--- src/design/fodl_pkg.sv ---
// constants for the fault output dependency logic
package fodl_pkg;
   localparam int ADDR_W = 8;
   localparam int DATA_W = 8;
   localparam logic [7:0] ADDR_SEC_MASK = 8'h1E;
   localparam logic [7:0] ADDR_OT_MASK = 8'h1F;
   localparam logic [7:0] ADDR_RST_CFG = 8'h20;
   localparam logic [7:0] ADDR_LATCH_CLR = 8'h50;
   localparam logic [7:0] ADDR_STATUS = 8'h51;
   localparam logic [7:0] SEC_MASK_RST = 8'h00;
   localparam logic [7:0] OT_MASK_RST = 8'h00;
   localparam logic [7:0] RST_CFG_RST = 8'h00;
   localparam logic [7:0] MASK_USED = 8'h7F;
   localparam int SEC_UV2 = 0;
   localparam int SEC_OV1 = 1;
   localparam int SEC_OV2 = 2;
   localparam int SEC_OT2 = 3;
   localparam int SEC_OC2 = 6;
   localparam int OT_OT1 = 0;
   localparam int OT_DIODE = 3;
   localparam int TMO_LSB = 3;
   localparam int TMO_MSB = 5;
   localparam int CLK_MHZ = 50;
   localparam int unsigned HOLD_US_0 = 25;
   localparam int unsigned HOLD_US_1 = 2500;
   localparam int unsigned HOLD_US_2 = 10000;
   localparam int unsigned HOLD_US_3 = 40000;
   localparam int unsigned HOLD_US_4 = 160000;
   localparam int unsigned HOLD_US_5 = 640000;
   localparam int unsigned HOLD_US_6 = 1280000;
   localparam int unsigned HOLD_US_7 = 2560000;
   typedef enum logic [1:0] {RST_IDLE, RST_ACTIVE, RST_HOLD} fodl_rst_state_t;
endpackage

--- src/design/fodl_top.sv ---
// fault output dependency logic: mask registers, diode latch, reset hold timer
`timescale 1ns/10ps
module fodl_top
   import fodl_pkg::*;
#(
   parameter int NUM_IN = 8,
   parameter int unsigned HOLD_US [8] = '{HOLD_US_0, HOLD_US_1, HOLD_US_2, HOLD_US_3,
                                          HOLD_US_4, HOLD_US_5, HOLD_US_6, HOLD_US_7}
) (
   input wire logic clk_i,
   input wire logic srst_i,
   input wire logic [ADDR_W-1:0] reg_addr_i,
   input wire logic [DATA_W-1:0] reg_wdata_i,
   input wire logic reg_we_i,
   output logic [DATA_W-1:0] reg_rdata_o,
   input wire logic [NUM_IN-1:0] vin_enable_i,
   input wire logic [NUM_IN-1:0] vin_uv2_i,
   input wire logic [NUM_IN-1:0] vin_ov1_i,
   input wire logic [NUM_IN-1:0] vin_ov2_i,
   input wire logic [2:0] temp_ot1_i,
   input wire logic [2:0] temp_ot2_i,
   input wire logic curr_oc2_i,
   input wire logic [1:0] diode_short_i,
   input wire logic [1:0] diode_open_i,
   input wire logic reset_cond_i,
   input wire logic alert_enable_i,
   output logic secondary_fault_out_n_o,
   output logic secondary_fault_out_oe_o,
   output logic overtemp_out_n_o,
   output logic overtemp_out_oe_o,
   output logic reset_out_n_o,
   output logic reset_out_oe_o,
   output logic smb_alert_n_o,
   output logic smb_alert_oe_o
);
   logic [7:0] sec_mask_q;
   logic [7:0] ot_mask_q;
   logic [7:0] rst_cfg_q;
   logic [3:0] diode_latch_q;
   logic [3:0] diode_latch_d;
   logic [31:0] hold_cnt_q;
   logic [31:0] hold_cnt_d;
   fodl_rst_state_t rst_state_q;
   fodl_rst_state_t rst_state_d;
   logic sec_fault_q;
   logic ot_fault_q;
   logic rst_act_q;

   function automatic logic [31:0] hold_cycles(input logic [2:0] sel);
      hold_cycles = 32'(HOLD_US[sel] * CLK_MHZ);
   endfunction

   wire we_sec = reg_we_i && (reg_addr_i == ADDR_SEC_MASK);
   wire we_ot = reg_we_i && (reg_addr_i == ADDR_OT_MASK);
   wire we_cfg = reg_we_i && (reg_addr_i == ADDR_RST_CFG);
   wire we_clr = reg_we_i && (reg_addr_i == ADDR_LATCH_CLR);

   // voltage conditions over enabled inputs only
   wire any_uv2 = |(vin_uv2_i & vin_enable_i);
   wire any_ov1 = |(vin_ov1_i & vin_enable_i);
   wire any_ov2 = |(vin_ov2_i & vin_enable_i);
   wire [6:0] sec_src = {curr_oc2_i, temp_ot2_i, any_ov2, any_ov1, any_uv2};
   wire sec_fault_d = |(sec_src & sec_mask_q[6:0]);

   // diode flags in mask bit order 3..6
   wire [3:0] diode_src = {diode_open_i[1], diode_short_i[1], diode_open_i[0], diode_short_i[0]};
   wire [3:0] diode_set = diode_src & ot_mask_q[OT_DIODE+3:OT_DIODE];
   // sticky latch; a new set wins over the clear
   assign diode_latch_d = (we_clr ? 4'h0 : diode_latch_q) | diode_set;
   // primary overtemperature masked OR plus latch
   wire ot_fault_d = |(temp_ot1_i & ot_mask_q[OT_OT1+2:OT_OT1]) | (|diode_latch_d);

   wire [2:0] tmo_sel = rst_cfg_q[TMO_MSB:TMO_LSB];

   always_comb begin
      rst_state_d = rst_state_q;
      hold_cnt_d = hold_cnt_q;
      case (rst_state_q)
         RST_IDLE: begin
            if (reset_cond_i) rst_state_d = RST_ACTIVE;
         end
         RST_ACTIVE: begin
            if (!reset_cond_i) begin
               rst_state_d = RST_HOLD;
               hold_cnt_d = hold_cycles(tmo_sel) - 32'h1;
            end
         end
         RST_HOLD: begin
            if (reset_cond_i) rst_state_d = RST_ACTIVE;
            else if (hold_cnt_q == 32'h0) rst_state_d = RST_IDLE;
            else hold_cnt_d = hold_cnt_q - 32'h1;
         end
         default: rst_state_d = RST_IDLE;
      endcase
   end
   wire rst_act_d = (rst_state_d != RST_IDLE);
   // alert follows fault outputs when enabled
   wire alert_d = alert_enable_i && (sec_fault_d || ot_fault_d || rst_act_d);

   wire [7:0] status_val = {5'h00, rst_act_q, ot_fault_q, sec_fault_q};
   wire [7:0] rdata_d = (reg_addr_i == ADDR_SEC_MASK) ? sec_mask_q :
                        (reg_addr_i == ADDR_OT_MASK) ? ot_mask_q :
                        (reg_addr_i == ADDR_RST_CFG) ? rst_cfg_q :
                        (reg_addr_i == ADDR_STATUS) ? {diode_latch_q, status_val[3:0]} :
                        8'h00;

   always_ff @(posedge clk_i) begin
      if (srst_i) begin
         sec_mask_q <= SEC_MASK_RST;
         ot_mask_q <= OT_MASK_RST;
         rst_cfg_q <= RST_CFG_RST;
         diode_latch_q <= 4'h0;
         rst_state_q <= RST_IDLE;
         hold_cnt_q <= 32'h0;
         sec_fault_q <= 1'b0;
         ot_fault_q <= 1'b0;
         rst_act_q <= 1'b0;
         smb_alert_oe_o <= 1'b0;
         reg_rdata_o <= 8'h00;
      end else begin
         if (we_sec) sec_mask_q <= reg_wdata_i & MASK_USED;
         if (we_ot) ot_mask_q <= reg_wdata_i & MASK_USED;
         if (we_cfg) rst_cfg_q <= reg_wdata_i;
         diode_latch_q <= diode_latch_d;
         rst_state_q <= rst_state_d;
         hold_cnt_q <= hold_cnt_d;
         sec_fault_q <= sec_fault_d;
         ot_fault_q <= ot_fault_d;
         rst_act_q <= rst_act_d;
         smb_alert_oe_o <= alert_d;
         reg_rdata_o <= rdata_d;
      end
   end

   // open-drain pins: drive low while asserted
   always_ff @(posedge clk_i) begin
      if (srst_i) begin
         secondary_fault_out_n_o <= 1'b1;
         secondary_fault_out_oe_o <= 1'b0;
         overtemp_out_n_o <= 1'b1;
         overtemp_out_oe_o <= 1'b0;
         reset_out_n_o <= 1'b1;
         reset_out_oe_o <= 1'b0;
         smb_alert_n_o <= 1'b1;
      end else begin
         secondary_fault_out_n_o <= !sec_fault_d;
         secondary_fault_out_oe_o <= sec_fault_d;
         overtemp_out_n_o <= !ot_fault_d;
         overtemp_out_oe_o <= ot_fault_d;
         reset_out_n_o <= !rst_act_d;
         reset_out_oe_o <= rst_act_d;
         smb_alert_n_o <= !alert_d;
      end
   end

   // masked-off sources never reach the pin
   a_sec_masked_off: assert property (@(posedge clk_i) disable iff (srst_i)
      (sec_mask_q[6:0] == 7'h00) |=> secondary_fault_out_n_o)
      else $error("secondary fault asserted with empty mask");
   a_uv2_drives_sec: assert property (@(posedge clk_i) disable iff (srst_i)
      (sec_mask_q[SEC_UV2] && any_uv2) |=> !secondary_fault_out_n_o)
      else $error("undervoltage did not assert secondary fault");
   a_ov1_drives_sec: assert property (@(posedge clk_i) disable iff (srst_i)
      (sec_mask_q[SEC_OV1] && any_ov1) |=> secondary_fault_out_oe_o)
      else $error("overvoltage one did not drive secondary fault");
   a_ov2_drives_sec: assert property (@(posedge clk_i) disable iff (srst_i)
      (sec_mask_q[SEC_OV2] && any_ov2) |=> !secondary_fault_out_n_o)
      else $error("overvoltage two did not assert secondary fault");
   a_oc2_drives_sec: assert property (@(posedge clk_i) disable iff (srst_i)
      (sec_mask_q[SEC_OC2] && curr_oc2_i) |=> !secondary_fault_out_n_o)
      else $error("overcurrent did not assert secondary fault");
   a_ot2_drives_sec: assert property (@(posedge clk_i) disable iff (srst_i)
      (|(sec_mask_q[SEC_OT2+2:SEC_OT2] & temp_ot2_i)) |=> !secondary_fault_out_n_o)
      else $error("secondary overtemperature missed");
   a_ot1_drives_ot: assert property (@(posedge clk_i) disable iff (srst_i)
      (|(ot_mask_q[2:0] & temp_ot1_i)) |=> !overtemp_out_n_o)
      else $error("primary overtemperature missed");
   a_diode_latch_hold: assert property (@(posedge clk_i) disable iff (srst_i)
      ((|diode_set) ##1 (!we_clr && diode_set == 4'h0)[*3]) |=> !overtemp_out_n_o)
      else $error("diode latch released without clear");
   a_short1_sets: assert property (@(posedge clk_i) disable iff (srst_i)
      (ot_mask_q[OT_DIODE] && diode_short_i[0]) |=> diode_latch_q[0])
      else $error("remote one short not latched");
   a_open2_sets: assert property (@(posedge clk_i) disable iff (srst_i)
      (ot_mask_q[OT_DIODE+3] && diode_open_i[1]) |=> diode_latch_q[3])
      else $error("remote two open not latched");
   a_clear_releases: assert property (@(posedge clk_i) disable iff (srst_i)
      (we_clr && diode_set == 4'h0) |=> (diode_latch_q == 4'h0))
      else $error("clear write did not release latch");
   a_hold_load: assert property (@(posedge clk_i) disable iff (srst_i)
      (rst_state_q == RST_ACTIVE && !reset_cond_i)
      |=> (hold_cnt_q == hold_cycles($past(tmo_sel)) - 32'h1))
      else $error("hold count not loaded from timeout field");
   a_hold_keeps_rst: assert property (@(posedge clk_i) disable iff (srst_i)
      (rst_state_q == RST_HOLD && hold_cnt_q != 32'h0) |=> !reset_out_n_o)
      else $error("reset output released early");
   a_alert_follows: assert property (@(posedge clk_i) disable iff (srst_i)
      (alert_enable_i && (sec_fault_d || ot_fault_d)) |=> !smb_alert_n_o)
      else $error("alert not asserted with fault output");
   c_sec_fault: cover property (@(posedge clk_i) disable iff (srst_i)
      $fell(secondary_fault_out_n_o));
   c_diode_clear: cover property (@(posedge clk_i) disable iff (srst_i)
      (|diode_latch_q) ##1 we_clr ##1 overtemp_out_n_o);
   c_reset_hold: cover property (@(posedge clk_i) disable iff (srst_i)
      (rst_state_q == RST_HOLD) ##1 (rst_state_q == RST_IDLE));
   c_alert: cover property (@(posedge clk_i) disable iff (srst_i) $fell(smb_alert_n_o));
endmodule

--- config.mk ---
export PLATFORM = sky130hd
export DESIGN_NAME = fodl_top
export DESIGN_NICKNAME = d
export VERILOG_FILES = /design/src/design/fodl_pkg.sv /design/src/design/fodl_top.sv
export SDC_FILE = /design/constraint.sdc
export NUM_CORES = 1
export LEC_CHECK = 0
export ABC_AREA = 1
export BUFFER_PORTS_ARGS = -buffer_cell sky130_fd_sc_hd__buf_4
export CORE_ASPECT_RATIO = 0.9
export CORE_MARGIN = 1
export CORE_UTILIZATION = 62
export CTS_CLUSTER_SIZE = 30
export DETAILED_ROUTE_END_ITERATION = 8
export MAX_ROUTING_LAYER = met4
export PLACE_DENSITY = 0.81
export SYNTH_ARGS = -nofsm -noshare
export SYNTH_HDL_FRONTEND = slang
export SYNTH_SLANG_ARGS = --single-unit
export TNS_END_PERCENT = 10
--- constraint.sdc ---
create_clock -name clk_i -period 6.3 [get_ports clk_i]
set_input_delay 0.315 -clock clk_i [delete_from_list [all_inputs] [get_ports clk_i]]
set_output_delay 0.315 -clock clk_i [all_outputs]
set_load 0.02 [all_outputs]
# ---- Word level (Yosys, flattened, before mapping)
# Memories as Yosys holds them, arrays and structs flattened.
# Index checks and enable logic that the tools add are counted.
dict set report word_totals {
  wordCells 79
  inputBits 64
  memories 1
  rom_bits 256
  regBits 76
}
# memory depth width rd rd_ports_with_merged_regs wr line
set mem_list {}
lappend mem_list {{(name not given)} 8 32 1 0 0 fodl_top.sv:50} ;# hold_cycles = 32'(HOLD_US[sel] * CLK_MHZ);
dict set report op_classes {
  n_eq_ne 10
  bitwise_logic 9
  order_cmp 1
  mux 16
  multipliers 1
  reduce_logical 23
  addsub 2
}
# op n
set ops {}
lappend ops {{32-bit two-way mux} 5}
lappend ops {{32-bit case mux with 2 select lines} 1}
lappend ops {{32-bit by 1-bit subtractor with 32-bit output (second input constant)} 2}
lappend ops {{32-bit zero test} 1}
lappend ops {{32-bit by 5-bit multiplier with 31-bit output (second input constant)} 1}
lappend ops {{8-bit bitwise AND} 3}
lappend ops {{8-bit OR reduction} 3}
lappend ops {{8-bit by 5-bit equality test with 1-bit output (second input constant)} 2}
lappend ops {{8-bit by 7-bit equality test with 1-bit output (second input constant)} 2}
lappend ops {{8-bit two-way mux} 2}
lappend ops {{7-bit two-way mux} 2}
lappend ops {{8-bit by 6-bit equality test with 1-bit output (second input constant)} 1}
lappend ops {{2-bit two-way mux} 4}
lappend ops {{7-bit bitwise AND} 1}
lappend ops {{7-bit OR reduction} 1}
lappend ops {{2-bit != test (second input constant)} 3}
lappend ops {{2-bit case mux with 3 select lines} 1}
lappend ops {{3-bit OR reduction} 2}
lappend ops {{1-bit logical AND} 5}
lappend ops {{4-bit bitwise AND} 1}
lappend ops {{4-bit >= comparator (second input constant)} 1}
lappend ops {{1-bit zero test} 4}
lappend ops {{4-bit two-way mux} 1}
lappend ops {{3-bit inverter with 4-bit output} 1}
lappend ops {{10 further kinds} 12}

# ---- Logic depth before layout (Yosys ltp)
# Gate-level depths: netlist (run 1).
dict set report logic_depth {
  depth_word 10
  depth_mapped 31
  mapped_depth_nobuf 30
}

# ---- Least setup slack after synthesis (run 1)
# No wires, ideal clock.
dict set report synth_path {
  kind {flip-flop to flip-flop}
  from {reg rst_cfg_q[4]}
  to {reg hold_cnt_q[28]}
  path_stages_with_launch 27
  synth_period_minus_slack_ps 4077
  path_slack_ps 2223
  t_arrival_ps 4010
  n_path_buf 0
  cell_sequence {dfxtp_1 > inv_1 > ha_1 > inv_1 > nand2_1 > nand2_1 > ha_1 > ha_1 > inv_1 > fa_1 > inv_1 > ha_1 > nand2_1 > inv_1 > a21oi_1 > nor2_1 > nor2_1 > nand3b_1 > nand2_2 > inv_2 > nor2_1 > nand2_1 > nor2_2 > nand2_1 > nand2_1 > nand3_2 > a21oi_2}
}
dict set report synth_between {
  elab_chain_len 8
}
# item line
set synth_rtl {}
lappend synth_rtl {{from (decl)} fodl_top.sv:38} ;# logic [7:0] rst_cfg_q;
lappend synth_rtl {{from (signal assigned)} fodl_top.sv:123} ;# if (we_cfg) rst_cfg_q <= reg_wdata_i;
lappend synth_rtl {{3-bit inverter with 4-bit output (not written as such)} fodl_top.sv:50}
lappend synth_rtl {{memory read 8 x 32 bit} -}
lappend synth_rtl {{32-bit two-way mux (not written as such) (2 in a row)} fodl_top.sv:50}
lappend synth_rtl {{32-bit by 5-bit multiplier with 31-bit output} fodl_top.sv:50}
lappend synth_rtl {{32-bit by 1-bit subtractor with 32-bit output} fodl_top.sv:85} ;# hold_cnt_d = hold_cycles(tmo_sel) - 32'h1;
lappend synth_rtl {{32-bit two-way mux} fodl_top.sv:83} ;# if (!reset_cond_i) begin
lappend synth_rtl {{32-bit case mux with 2 select lines} fodl_top.sv:78} ;# case (rst_state_q)
lappend synth_rtl {{to (signal assigned)} fodl_top.sv:126} ;# hold_cnt_q <= hold_cnt_d;
lappend synth_rtl {{to (decl)} fodl_top.sv:41} ;# logic [31:0] hold_cnt_q;
# Every way passes these cells. The select of a mux whose other input is x is not followed.
# A chain may end at the register's enable or synchronous reset.

# ---- Worst setup path in the final report (run 1)
dict set report layout_path {
  from {reg rst_cfg_q[3]}
  to {reg hold_cnt_q[31]}
}
# Same word-level chain as after synthesis.

==> out/metrics.yaml, run 1 <==
timing:
  finalSetupTns_ns: 0
  setup_viol: 0
  hold_violations: 0
  post-route-period-util: 0.7882
  slew_headroom: 0.4198
  slew_viol_final: 0
  fmax_ghz: 0.2014
  worst_pin_slew_ns: 0.8691
  period_minus_slack_ns: 4.966
  grt_setup_unrepaired: "no"
  skew_ns: 0.005370
worst_hold_path:
  hp-start: "reg_wdata_i[7]"
  whs_endpoint: "rst_cfg_q[7]"
  hold_path.class: "in2reg"
  whs_path_depth: 3
worst_setup_path:
  path_max_fanout: 12
  path_class: "reg2reg"
  r2r_cells: 22
  endpoint_kind: "flip-flop"
  r2r_end: "hold_cnt_q[31]"
  setup.worst_path.start_class: "flip-flop"
  crit_required_ns: 6.58
  timing.rr.start: "rst_cfg_q[3]"
  rrSetupSlack_ns: 1.33
  crit_arrival_ns: 5.24
  crit_start: "rst_cfg_q[3]"
clock_network:
  cts_buffers: 9
  ctsResizeCount: 0
  cts-root-buf: "clkbuf_16"
  cts_setup_buffers: 0
  htreeDepth: 3
  clockBufferDepth: 2
  cts_sinks: 76
  clk_pin_slew_ns: 0.06
  holdBufCountCts: 0
  clk_latency_ns: 0.35
  cts_tree: "built"
power:
  p_total_mw: 1.340
  p_leak_nw: 4.365
  ir_drop_uv: 196.7
  p_per_area_nw_per_um2: 161.5
synth:
  ys_seq_elements: 76
  synth_top_family_by_area: "simple AND/OR/NAND/NOR gates"
  syn_inst: 1182
  synth-simple-area-share: 0.3602
  synth_xor_area_frac: 0.01688
  synth_area_um2: 7263
  synth_mux_area_frac: 0
  synth_top_area_share: 0.2095
  syn_avg_cell_area_um2: 6.145
  synth.distinct_cells: 48
  ys_seq_area_frac: 0.2095
  synth_fp_nets: 1323
  synthAdderAreaFrac: 0.1409
  synth_compound_area_frac: 0.1609
  synth_top_cell_by_area: "dfxtp_1"
  ys_top_cells_by_area: "dfxtp_1, nand2_1, ha_1"
  yosys_warnings: 0
placed_design:
  dp_hpwl_um: 15600
  io_buffers: 79
  gp_congestion: 0.9470
grt:
  globalRoute.totalOverflow: 0
  grt.total_usage: 0.3419
  grt_pass1_wl_um: 32040
  antenna_found_initial: 0
  grt_max_degree: 38
  grt_pass1_vias: 6864
detailed_routing:
  drt_iter0_drc: 719
  route.detailed.drc: 0
  wirelength_um: 19770
  drt_pass1_iterations: 5
  avgRoutedWirePerCell_um: 13.99
  via_per_inst: 5.502
  vias: 7775
  ant_nets: 0
floorplanning:
  row_count: 37
  die_w_um: 116.1
  fp.dieH_um: 104.7
  io_pins: 80
  dieArea_um2: 12150
  core_um2: 11430
  start_util: 0.6352
finish:
  fillers: 1017
  areaGrowthSynthToFinish_pct: 14.23
  finalNetCount: 1393
  layout_commonest_cell: "nand2_1"
  most-common-layout-cells: "nand2_1, inv_1, nor2_1"
  num_antenna_cells: 0
  final_layout_size_suffix_gt1_frac: 0.1122
status:
  status: "finished clean"
flow_run:
  maxCapViolCount: 0
==> critical path, cell delays in order (launching register included) <==
cell and delay [ns]:
dfxtp_1 0.70, inv_4 0.14, ha_1 0.35, inv_1 0.06, nand2_1 0.07, nand2_1 0.13, ha_1 0.32, ha_1 0.27
inv_1 0.06, fa_1 0.53, inv_1 0.04, ha_1 0.36, nand2_1 0.19, inv_1 0.06, a21oi_1 0.30, nand3_1 0.19
nand2_1 0.09, nand2_1 0.05, xor2_1 0.31, nand2_1 0.15, nor2_1 0.22, nand4_1 0.14, a21oi_1 0.16
==> routing by layer <==
metal / part of all wire / vias up / global-route usage
met5: 0 / - / -
met4: 0.015 / 0 / 0.08150
met3: 0.059 / 29 / 0.05800
met2: 0.44 / 225 / 0.5140
met1: 0.49 / 3542 / 0.4746
li1: - / 3979 / -
==> per-stage QoR <==
stage          hold WS [ns]  area, um2  cells  worst slack, ns  utilization
6_report             0.2063       8297   1413            1.334       0.7256
5_1_grt              0.2333       8297   1413           0.9695       0.7256
4_1_cts              0.1989       8297   1413            1.410       0.7256
3_5_place_dp         0.4643       7971   1397            1.432       0.6971
3_3_place_gp         0.4653       7971   1397            1.478       0.6971
2_1_floorplan        0.4076       7263   1182            2.223            -
==> cell usage after synthesis, drive strengths merged <==
cell type,count
a31oi,9
nand3,78
clkinv,3
o31ai,3
a21oi,86
xnor2,4
dfxtp,76
o311ai,1
clkbuf,18
ha,69
nor3,28
nand2,283
nor4,4
o21a,1
a31o,1
o22ai,5
o21ai,81
nand3b,7
nand4,17
fa,8
o211ai,1
or2,2
o21bai,1
nor2,174
a221oi,5
a22o,7
and2,1
a21boi,3
inv,183
o221ai,2
a21o,3
xor2,10
buf,6
nor3b,1
a22oi,1
==> logic make-up after synthesis <==
family                     count (synthesis)
AOI/OAI and AO/OA                        210
adders and majority gates                 77
and+or+nand+nor                          595
buffers and inverters                    210
DFF                                       76
xor gates and xnor gates                  14
==> state kept, by name, summed over array words and instances (netlist names), 2 cells and up <==
register,count
rst_state_q,2
hold_cnt_q,32
reg_rdata_o,8
diode_latch_q,4
rst_cfg_q,8
ot_mask_q,7
sec_mask_q,7
==> power breakdown <==
| part | leakage [nW] | switching [mW] | internal, mW | total [mW] |
|---|---|---|---|---|
| sequential | 0.618 | 0.0231 | 0.503 | 0.526 |
| clock | 0.160 | 0.219 | 0.349 | 0.568 |
| combinational | 3.59 | 0.154 | 0.0923 | 0.246 |
| total | 4.37 | 0.395 | 0.944 | 1.34 |
==> worst max-delay path by stage <==
| stage | end | slack [ns] | depth (start not counted) |
|---|---|---|---|
| after CTS | hold_cnt_q[31] | 1.41 | 22 |
| after floorplan | hold_cnt_q[28] | 2.22 | 26 |
| final | hold_cnt_q[31] | 1.33 | 22 |
| after global routing | hold_cnt_q[27] | 0.97 | 24 |
| after global placement | hold_cnt_q[27] | 1.48 | 23 |
| after detailed placement | hold_cnt_q[31] | 1.43 | 22 |
==> layout make-up <==
| class | instances | area (um2) | area share |
|---|---|---|---|
| clock buffers | 9 | 225.2 | 0.02715 |
| repair buffers | 83 | 623.1 | 0.07510 |
| well taps | 156 | 195.2 | 0.02353 |
| clock inverters | 7 | 100.1 | 0.01206 |
| flip-flops and latches | 76 | 1521 | 0.1834 |
| multi-input cells | 896 | 4931 | 0.5943 |
| inverters | 186 | 700.7 | 0.08445 |
No activity file was read; power rests on OpenSTA's default activity.
==> inputs of run 2 (changes only) <==
CORE_UTILIZATION = 55   (was 62)
PLACE_DENSITY = 0.76   (was 0.81)
clock period = 4.4 ns   (was 6.3 ns; I/O delays follow)
==> run 2 against run 1 <==
Die area grew 12%. Sequential share of layout area shrank 0.33 points. Clock power grew 20%. Power grew 33%.
==> out/metrics.yaml, run 2 (same netlist as run 1, synthesis figures left out) <==
status:
  status: "finished clean"  # unchanged
clock_network:
  cts-root-buf: "clkbuf_16"  # unchanged
  cts_sinks: 76  # unchanged
  clockBufferDepth: 2  # unchanged
  cts_buffers: 9  # unchanged
  clk_pin_slew_ns: 0.06  # about the same
  holdBufCountCts: 0  # unchanged
  cts_tree: "built"  # unchanged
  htreeDepth: 3  # unchanged
  clk_latency_ns: 0.35  # about the same
detailed_routing:
  drt_iter0_drc: 581  # was 719
  avgRoutedWirePerCell_um: 13.83  # was 13.99 um
  drt_pass1_iterations: 6  # was 5
  route.detailed.drc: 0  # unchanged
  via_per_inst: 5.406  # was 5.502
  ant_nets: 0  # unchanged
  wirelength_um: 19840  # was 19770 um
  vias: 7752  # was 7775
timing:
  slew_viol_final: 0  # unchanged
  setup_viol: 0  # unchanged
  finalSetupTns_ns: 0  # unchanged
  worst_pin_slew_ns: 0.9092  # was 0.8691 ns
  skew_ns: 0.007929  # was 0.005370 ns
  period_minus_slack_ns: 4.085  # was 4.966 ns
  postLayoutSetupSlackWorst_ns: 0.3146  # was 1.334 ns
  fmax_ghz: 0.2448  # was 0.2014 GHz
  fin_hold_ws_ns: 0.1288  # was 0.2063 ns
  slew_headroom: 0.3883  # was 0.4198
  hold_violations: 0  # unchanged
  post-route-period-util: 0.9285  # was 0.7882
power:
  p_leak_nw: 4.426  # was 4.365 nW
  p_clk_frac: 0.382  # was 0.424
  p_per_area_nw_per_um2: 211.1  # was 161.5 nW/um2
  switching_power_uw: 554.6  # was 395.4 uW
  switching_share: 0.3102  # was 0.2951
  power_frac_comb: 0.198  # was 0.184
  seqPwrFrac: 0.420  # was 0.392
  ir_drop_uv: 197.5  # was 196.7 uV
  p_int_mw: 1.233  # was 944.3 uW
finish:
  areaGrowthSynthToFinish_pct: 16.62  # was 14.23%
  final_layout_size_suffix_gt1_frac: 0.1457  # was 0.1122
  max_flop_register: "hold_cnt_q"  # unchanged
  largest_reg_flops: 32  # unchanged
  utilization: 0.6626  # was 0.7256
  layout_commonest_cell: "nand2_1"  # unchanged
  finalNetCount: 1406  # was 1393
  most-common-layout-cells: "nand2_1, inv_1, nor2_1"  # unchanged
  num_antenna_cells: 0  # unchanged
  largest_registers: "hold_cnt_q x32, reg_rdata_o x8, rst_cfg_q x8"  # unchanged
floorplanning:
  dieArea_um2: 13670  # was 12150 um2
  core_um2: 12780  # was 11430 um2
  start_util: 0.5681  # was 0.6352
  fp.dieH_um: 111.0  # was 104.7 um
  die_w_um: 123.1  # was 116.1 um
  row_count: 39  # was 37
  io_pins: 80  # unchanged
worst_setup_path:
  crit_required_ns: 4.63  # was 6.58 ns
  r2r_cells: 25  # was 22
  setup.worst_path.start_class: "flip-flop"  # unchanged
  crit_arrival_ns: 4.32  # was 5.24 ns
  path_class: "reg2reg"  # unchanged
  path_max_fanout: 8  # was 12
  endpoint_kind: "flip-flop"  # unchanged
grt:
  grt_pass1_wl_um: 32620  # was 32040 um
  grt_pass1_vias: 6871  # was 6864
  antenna_found_initial: 0  # unchanged
  grt.total_usage: 0.3046  # was 0.3419
  globalRoute.totalOverflow: 0  # unchanged
  grt_max_degree: 42  # was 38
placed_design:
  place_ws_ns: 0.1233  # was 1.432 ns
  io_buffers: 79  # unchanged
  dp_hpwl_um: 15660  # was 15600 um
  gp_congestion: 0.9802  # was 0.9470
flow_run:
  maxCapViolCount: 0  # unchanged
worst_hold_path:
  whs_path_depth: 3  # unchanged
  hold_path.class: "in2reg"  # unchanged
==> run 2: final timing paths <==
path / slack, ns / start / to
worst max-delay path: 0.31 / rst_cfg_q[3] / hold_cnt_q[24]
worst min-delay path: 0.13 / reset_cond_i / rst_state_q[0]
worst max register to register: 0.31 / rst_cfg_q[3] / hold_cnt_q[24]
worst min register to register: 0.48 / ot_mask_q[0] / ot_mask_q[0]
==> run 2: power by group through the flow <==
stage | combinational, mW | clock, mW | sequential, mW
final | 0.353 | 0.683 | 0.752
after global routing | 0.404 | 0.718 | 0.756
after CTS | 0.348 | 0.687 | 0.750
after detailed placement | 0.346 | 0 | 0.765
after global placement | 0.341 | 0 | 0.765
after floorplan | 0.233 | 0 | 0.761
==> run 2: per-layer routing <==
metal  track usage  wire length, um  vias to the layer above
li1              -                -                     4013
met1        0.4476             9892                     3509
met2        0.4402             8705                      206
met3       0.03858              974                       24
met4       0.06586              264                        0
met5             -                0                        -
==> run 2: critical path, stage by stage (launching register included) <==
cell and delay, ns:
dfxtp_2 0.36, inv_4 0.08, ha_1 0.22, inv_1 0.07
nor2_2 0.04, inv_2 0.10, o21ai_0 0.11, ha_1 0.30
ha_1 0.28, inv_1 0.05, fa_1 0.49, inv_1 0.04
ha_1 0.33, nand2_1 0.12, inv_1 0.07, a21oi_1 0.19
and2_4 0.18, nand2_1 0.08, nand2_1 0.07, nand2_1 0.09
nor2_2 0.18, nand3_1 0.15, nor2_1 0.11, nand3_1 0.07
nand3_1 0.11, a21oi_1 0.07
==> run 2: what timing repair did <==
item | 4_1_cts | 5_1_grt
setup buffers | 0 | 1
hold endpoints to repair | 0 | 0
setup endpoints to repair | 0 | 15
gates resized for setup | 0 | 38
==> run 2: per-stage QoR <==
stage	total power [mW]	instance area, um2	cells
2_1_floorplan	0.9937	7263	1182
3_3_place_gp	1.106	8071	1417
3_5_place_dp	1.110	8071	1417
4_1_cts	1.785	8342	1433
5_1_grt	1.878	8471	1434
6_report	1.788	8471	1434
==> run 2: final cells by class <==
cell class / instances / area, um2
Inverter: 186 / 700.7
Tap cell: 164 / 205.2
Clock buffer: 10 / 229.0
Multi-Input combinational cell: 896 / 5041
Sequential cell: 76 / 1525
Clock inverter: 6 / 41.29
Fill cell: 1208 / 4314
Timing Repair Buffer: 96 / 728.2
==> inputs of run 3 (changes only) <==
--- a/config.mk
+++ b/config.mk
@@ -11,3 +11,3 @@
 export CORE_MARGIN = 1
-export CORE_UTILIZATION = 55
+export CORE_UTILIZATION = 61
 export CTS_CLUSTER_SIZE = 30
@@ -15,3 +15,3 @@
 export MAX_ROUTING_LAYER = met4
-export PLACE_DENSITY = 0.76
+export PLACE_DENSITY = 0.8
 export SYNTH_ARGS = -nofsm -noshare
==> constraint.sdc (replaced) <==
create_clock -name clk_i -period 4.53 [get_ports clk_i]
set_input_delay 0.2265 -clock clk_i [delete_from_list [all_inputs] [get_ports clk_i]]
set_output_delay 0.2265 -clock clk_i [all_outputs]
set_load 0.1 [all_outputs]
==> run 3 against run 2 <==
Clock skew grew 0.0011 ns. Register-to-register slack better by 0.03 ns. Critical path depth decreased by 1. Combinational power up 1%. Clock power down 7.0%. Routed wire length is 3.2% lower. Critical endpoint is now hold_cnt_q[28]. Largest cell class unchanged. Largest power group unchanged.
==> out/metrics.yaml, run 3 (same netlist as run 1, synthesis figures left out) <==
clock_network:
  clockBufferDepth: 2  # unchanged
  cts_buffers: 9  # unchanged
  ctsResizeCount: 0  # unchanged
  htreeDepth: 3  # unchanged
  cts_tree: "built"  # unchanged
  clk_pin_slew_ns: 0.06  # about the same
  clk_latency_ns: 0.35  # about the same
  cts-root-buf: "clkbuf_16"  # unchanged
  cts_sinks: 76  # unchanged
  cts_setup_buffers: 0  # unchanged
  holdBufCountCts: 0  # unchanged
grt:
  antenna_found_initial: 0  # unchanged
  grt_pass1_vias: 6790  # was 6871
  grt_pass1_wl_um: 31510  # was 32620 um
  grt.total_usage: 0.3290  # was 0.3046
  globalRoute.totalOverflow: 0  # unchanged
  grt_max_degree: 42  # unchanged
timing:
  slew_headroom: 0.4281  # was 0.3883
  post-route-period-util: 0.9234  # was 0.9285
  skew_ns: 0.009020  # was 0.007929 ns
  period_minus_slack_ns: 4.183  # was 4.085 ns
  fin_hold_ws_ns: 0.1449  # was 0.1288 ns
  finalSetupTns_ns: 0  # unchanged
  worst_pin_slew_ns: 0.8500  # was 0.9092 ns
  hold_violations: 0  # unchanged
  setup_viol: 0  # unchanged
  postLayoutSetupSlackWorst_ns: 0.3471  # was 0.3146 ns
  fmax_ghz: 0.2391  # was 0.2448 GHz
  slew_viol_final: 0  # unchanged
  grt_setup_unrepaired: "no"
finish:
  max_flop_register: "hold_cnt_q"  # unchanged
  final_layout_size_suffix_gt1_frac: 0.1285  # was 0.1457
  largest_reg_flops: 32  # unchanged
  fin_area_um2: 8332  # was 8471 um2
  areaGrowthSynthToFinish_pct: 14.71  # was 16.62%
  most-common-layout-cells: "nand2_1, inv_1, nor2_1"  # unchanged
  instances_no_fill: 1417  # was 1434
  layout_commonest_cell: "nand2_1"  # unchanged
  num_antenna_cells: 0  # unchanged
  finalNetCount: 1400  # was 1406
  fillers: 1051  # was 1208
  largest_registers: "hold_cnt_q x32, reg_rdata_o x8, rst_cfg_q x8"  # unchanged
  utilization: 0.7228  # was 0.6626
detailed_routing:
  avgRoutedWirePerCell_um: 13.55  # was 13.83 um
  ant_nets: 0  # unchanged
  wl_met1_um: 9511  # was 9892 um
  via_per_inst: 5.446  # was 5.406
  drt_iter0_drc: 757  # was 581
  route.detailed.drc: 0  # unchanged
  dr_wl_met3_um: 1075  # was 974 um
  dr_wl_met2_um: 8416  # was 8705 um
  drt_pass1_iterations: 6  # unchanged
  vias: 7717  # was 7752
  topRoutingLayerUsed: "met4"  # unchanged
  wirelength_um: 19200  # was 19840 um
placed_design:
  dpl.cell_count: 1404  # was 1417
  place_ws_ns: 0.1971  # was 0.1233 ns
  io_buffers: 79  # unchanged
  dp_hpwl_um: 15360  # was 15660 um
  gp_congestion: 0.9296  # was 0.9802
  place_area_um2: 8024  # was 8071 um2
worst_setup_path:
  path_max_fanout: 7  # was 8
  endpoint_kind: "flip-flop"  # unchanged
  setup.worst_path.start_class: "flip-flop"  # unchanged
  r2r_end: "hold_cnt_q[28]"  # was hold_cnt_q[24]
  crit_chain: "buf_4 -> ha_1 -> o21ai_2 -> inv_1 -> ha_1 -> ha_1 -> inv_1 -> fa_1 -> inv_1 -> ha_1 -> nand2_1 -> inv_1 -> a21oi_1 -> and2_1 -> nand2_1 -> nand2_1 -> nand2_1 -> nor2_1 -> nand2_1 -> nor2_2 -> nand2_1 -> nand2_1 -> nand3_2 -> a21oi_2"
  r2r_cells: 24  # was 25
  crit_arrival_ns: 4.47  # was 4.32 ns
  rrSetupSlack_ns: 0.35  # was 0.31 ns
  crit_top_cell: "nand2_1"
  path_class: "reg2reg"  # unchanged
  slowest_delay_ns: 0.49  # about the same
  crit_slowest_cell: "fa_1"  # unchanged
  timing.rr.start: "rst_cfg_q[3]"  # unchanged
  crit_required_ns: 4.81  # was 4.63 ns
worst_hold_path:
  hp-start: "reg_wdata_i[2]"  # was reset_cond_i
  hold_path.class: "in2reg"  # unchanged
  whs_path_depth: 3  # unchanged
  whs_endpoint: "rst_cfg_q[2]"  # was rst_state_q[0]
floorplanning:
  fp.dieH_um: 105.5  # was 111.0 um
  row_count: 37  # was 39
  core_um2: 11530  # was 12780 um2
  io_pins: 80  # unchanged
  die_w_um: 117.0  # was 123.1 um
  start_util: 0.6301  # was 0.5681
  dieArea_um2: 12350  # was 13670 um2
power:
  switching_share: 0.3100  # was 0.3102
  ir_drop_uv: 167.9  # was 197.5 uV
  p_leak_nw: 4.359  # was 4.426 nW
  p_per_area_nw_per_um2: 206.8  # was 211.1 nW/um2
  power_frac_comb: 0.207  # was 0.198
  p_int_mw: 1.189  # was 1.233 mW
  p_total_mw: 1.723  # was 1.788 mW
  switching_power_uw: 534.0  # was 554.6 uW
  p_clk_frac: 0.369  # was 0.382
  seqPwrFrac: 0.424  # was 0.420
status:
  status: "finished clean"  # unchanged
flow_run:
  maxCapViolCount: 0  # unchanged
-- run 3: changes by cell type in the layout (fill, tap and decap cells not counted), moves of 3 or more --
| cell | previous run | this run |
|---|---|---|
| buf_4 | 94 | 90 |
| nand2_2 | 10 | 5 |
| nor2_2 | 23 | 14 |
| ha_4 | 3 | 0 |
| nand2_1 | 270 | 275 |
| nor2_1 | 145 | 154 |
-- run 3: critical path: cells and delay by family, from the launching register on --
family / cells / cell delay, ns
AND/OR/NAND/NOR: 11 / 1.23
AO/OA/AOI/OAI: 3 / 0.49
flip-flops: 1 / 0.34
adder cells (fa/ha/maj): 5 / 1.66
buffers and inverters: 5 / 0.39
-- run 3: final cells by class --
cell class	count	area, um2	area share
multi-input combinational	896	4980	0.5977
sequential	76	1525	0.1831
inverter	186	700.7	0.08410
timing repair buffer	90	675.6	0.08109
clock buffer	9	225.2	0.02703
tap	156	195.2	0.02343
clock inverter	4	30.03	0.003604
-- run 3: worst max-delay path by stage --
stage               slack, ns              to         start
finish                   0.35  hold_cnt_q[28]  rst_cfg_q[3]
floorplan                0.45  hold_cnt_q[28]  rst_cfg_q[4]
CTS                      0.17  hold_cnt_q[31]  rst_cfg_q[4]
detailed placement       0.20  hold_cnt_q[31]  rst_cfg_q[4]
global route            0.006  hold_cnt_q[28]  rst_cfg_q[3]
global placement         0.23  hold_cnt_q[27]  rst_cfg_q[4]
-- run 3: routing by layer --
metal | vias to the layer above | GRT usage
met3 | 21 | 0.04945
li1 | 4000 | -
met4 | 0 | 0.07866
met1 | 3454 | 0.4682
met2 | 242 | 0.4865
met5 | - | -
-- run 3: power groups by stage --
stage	combinational, mW	sequential, mW	clock, mW
after global placement	0.347	0.743	0
after CTS	0.352	0.729	0.638
final	0.357	0.731	0.635
after global routing	0.405	0.735	0.666
after detailed placement	0.350	0.743	0
after floorplan	0.226	0.756	0
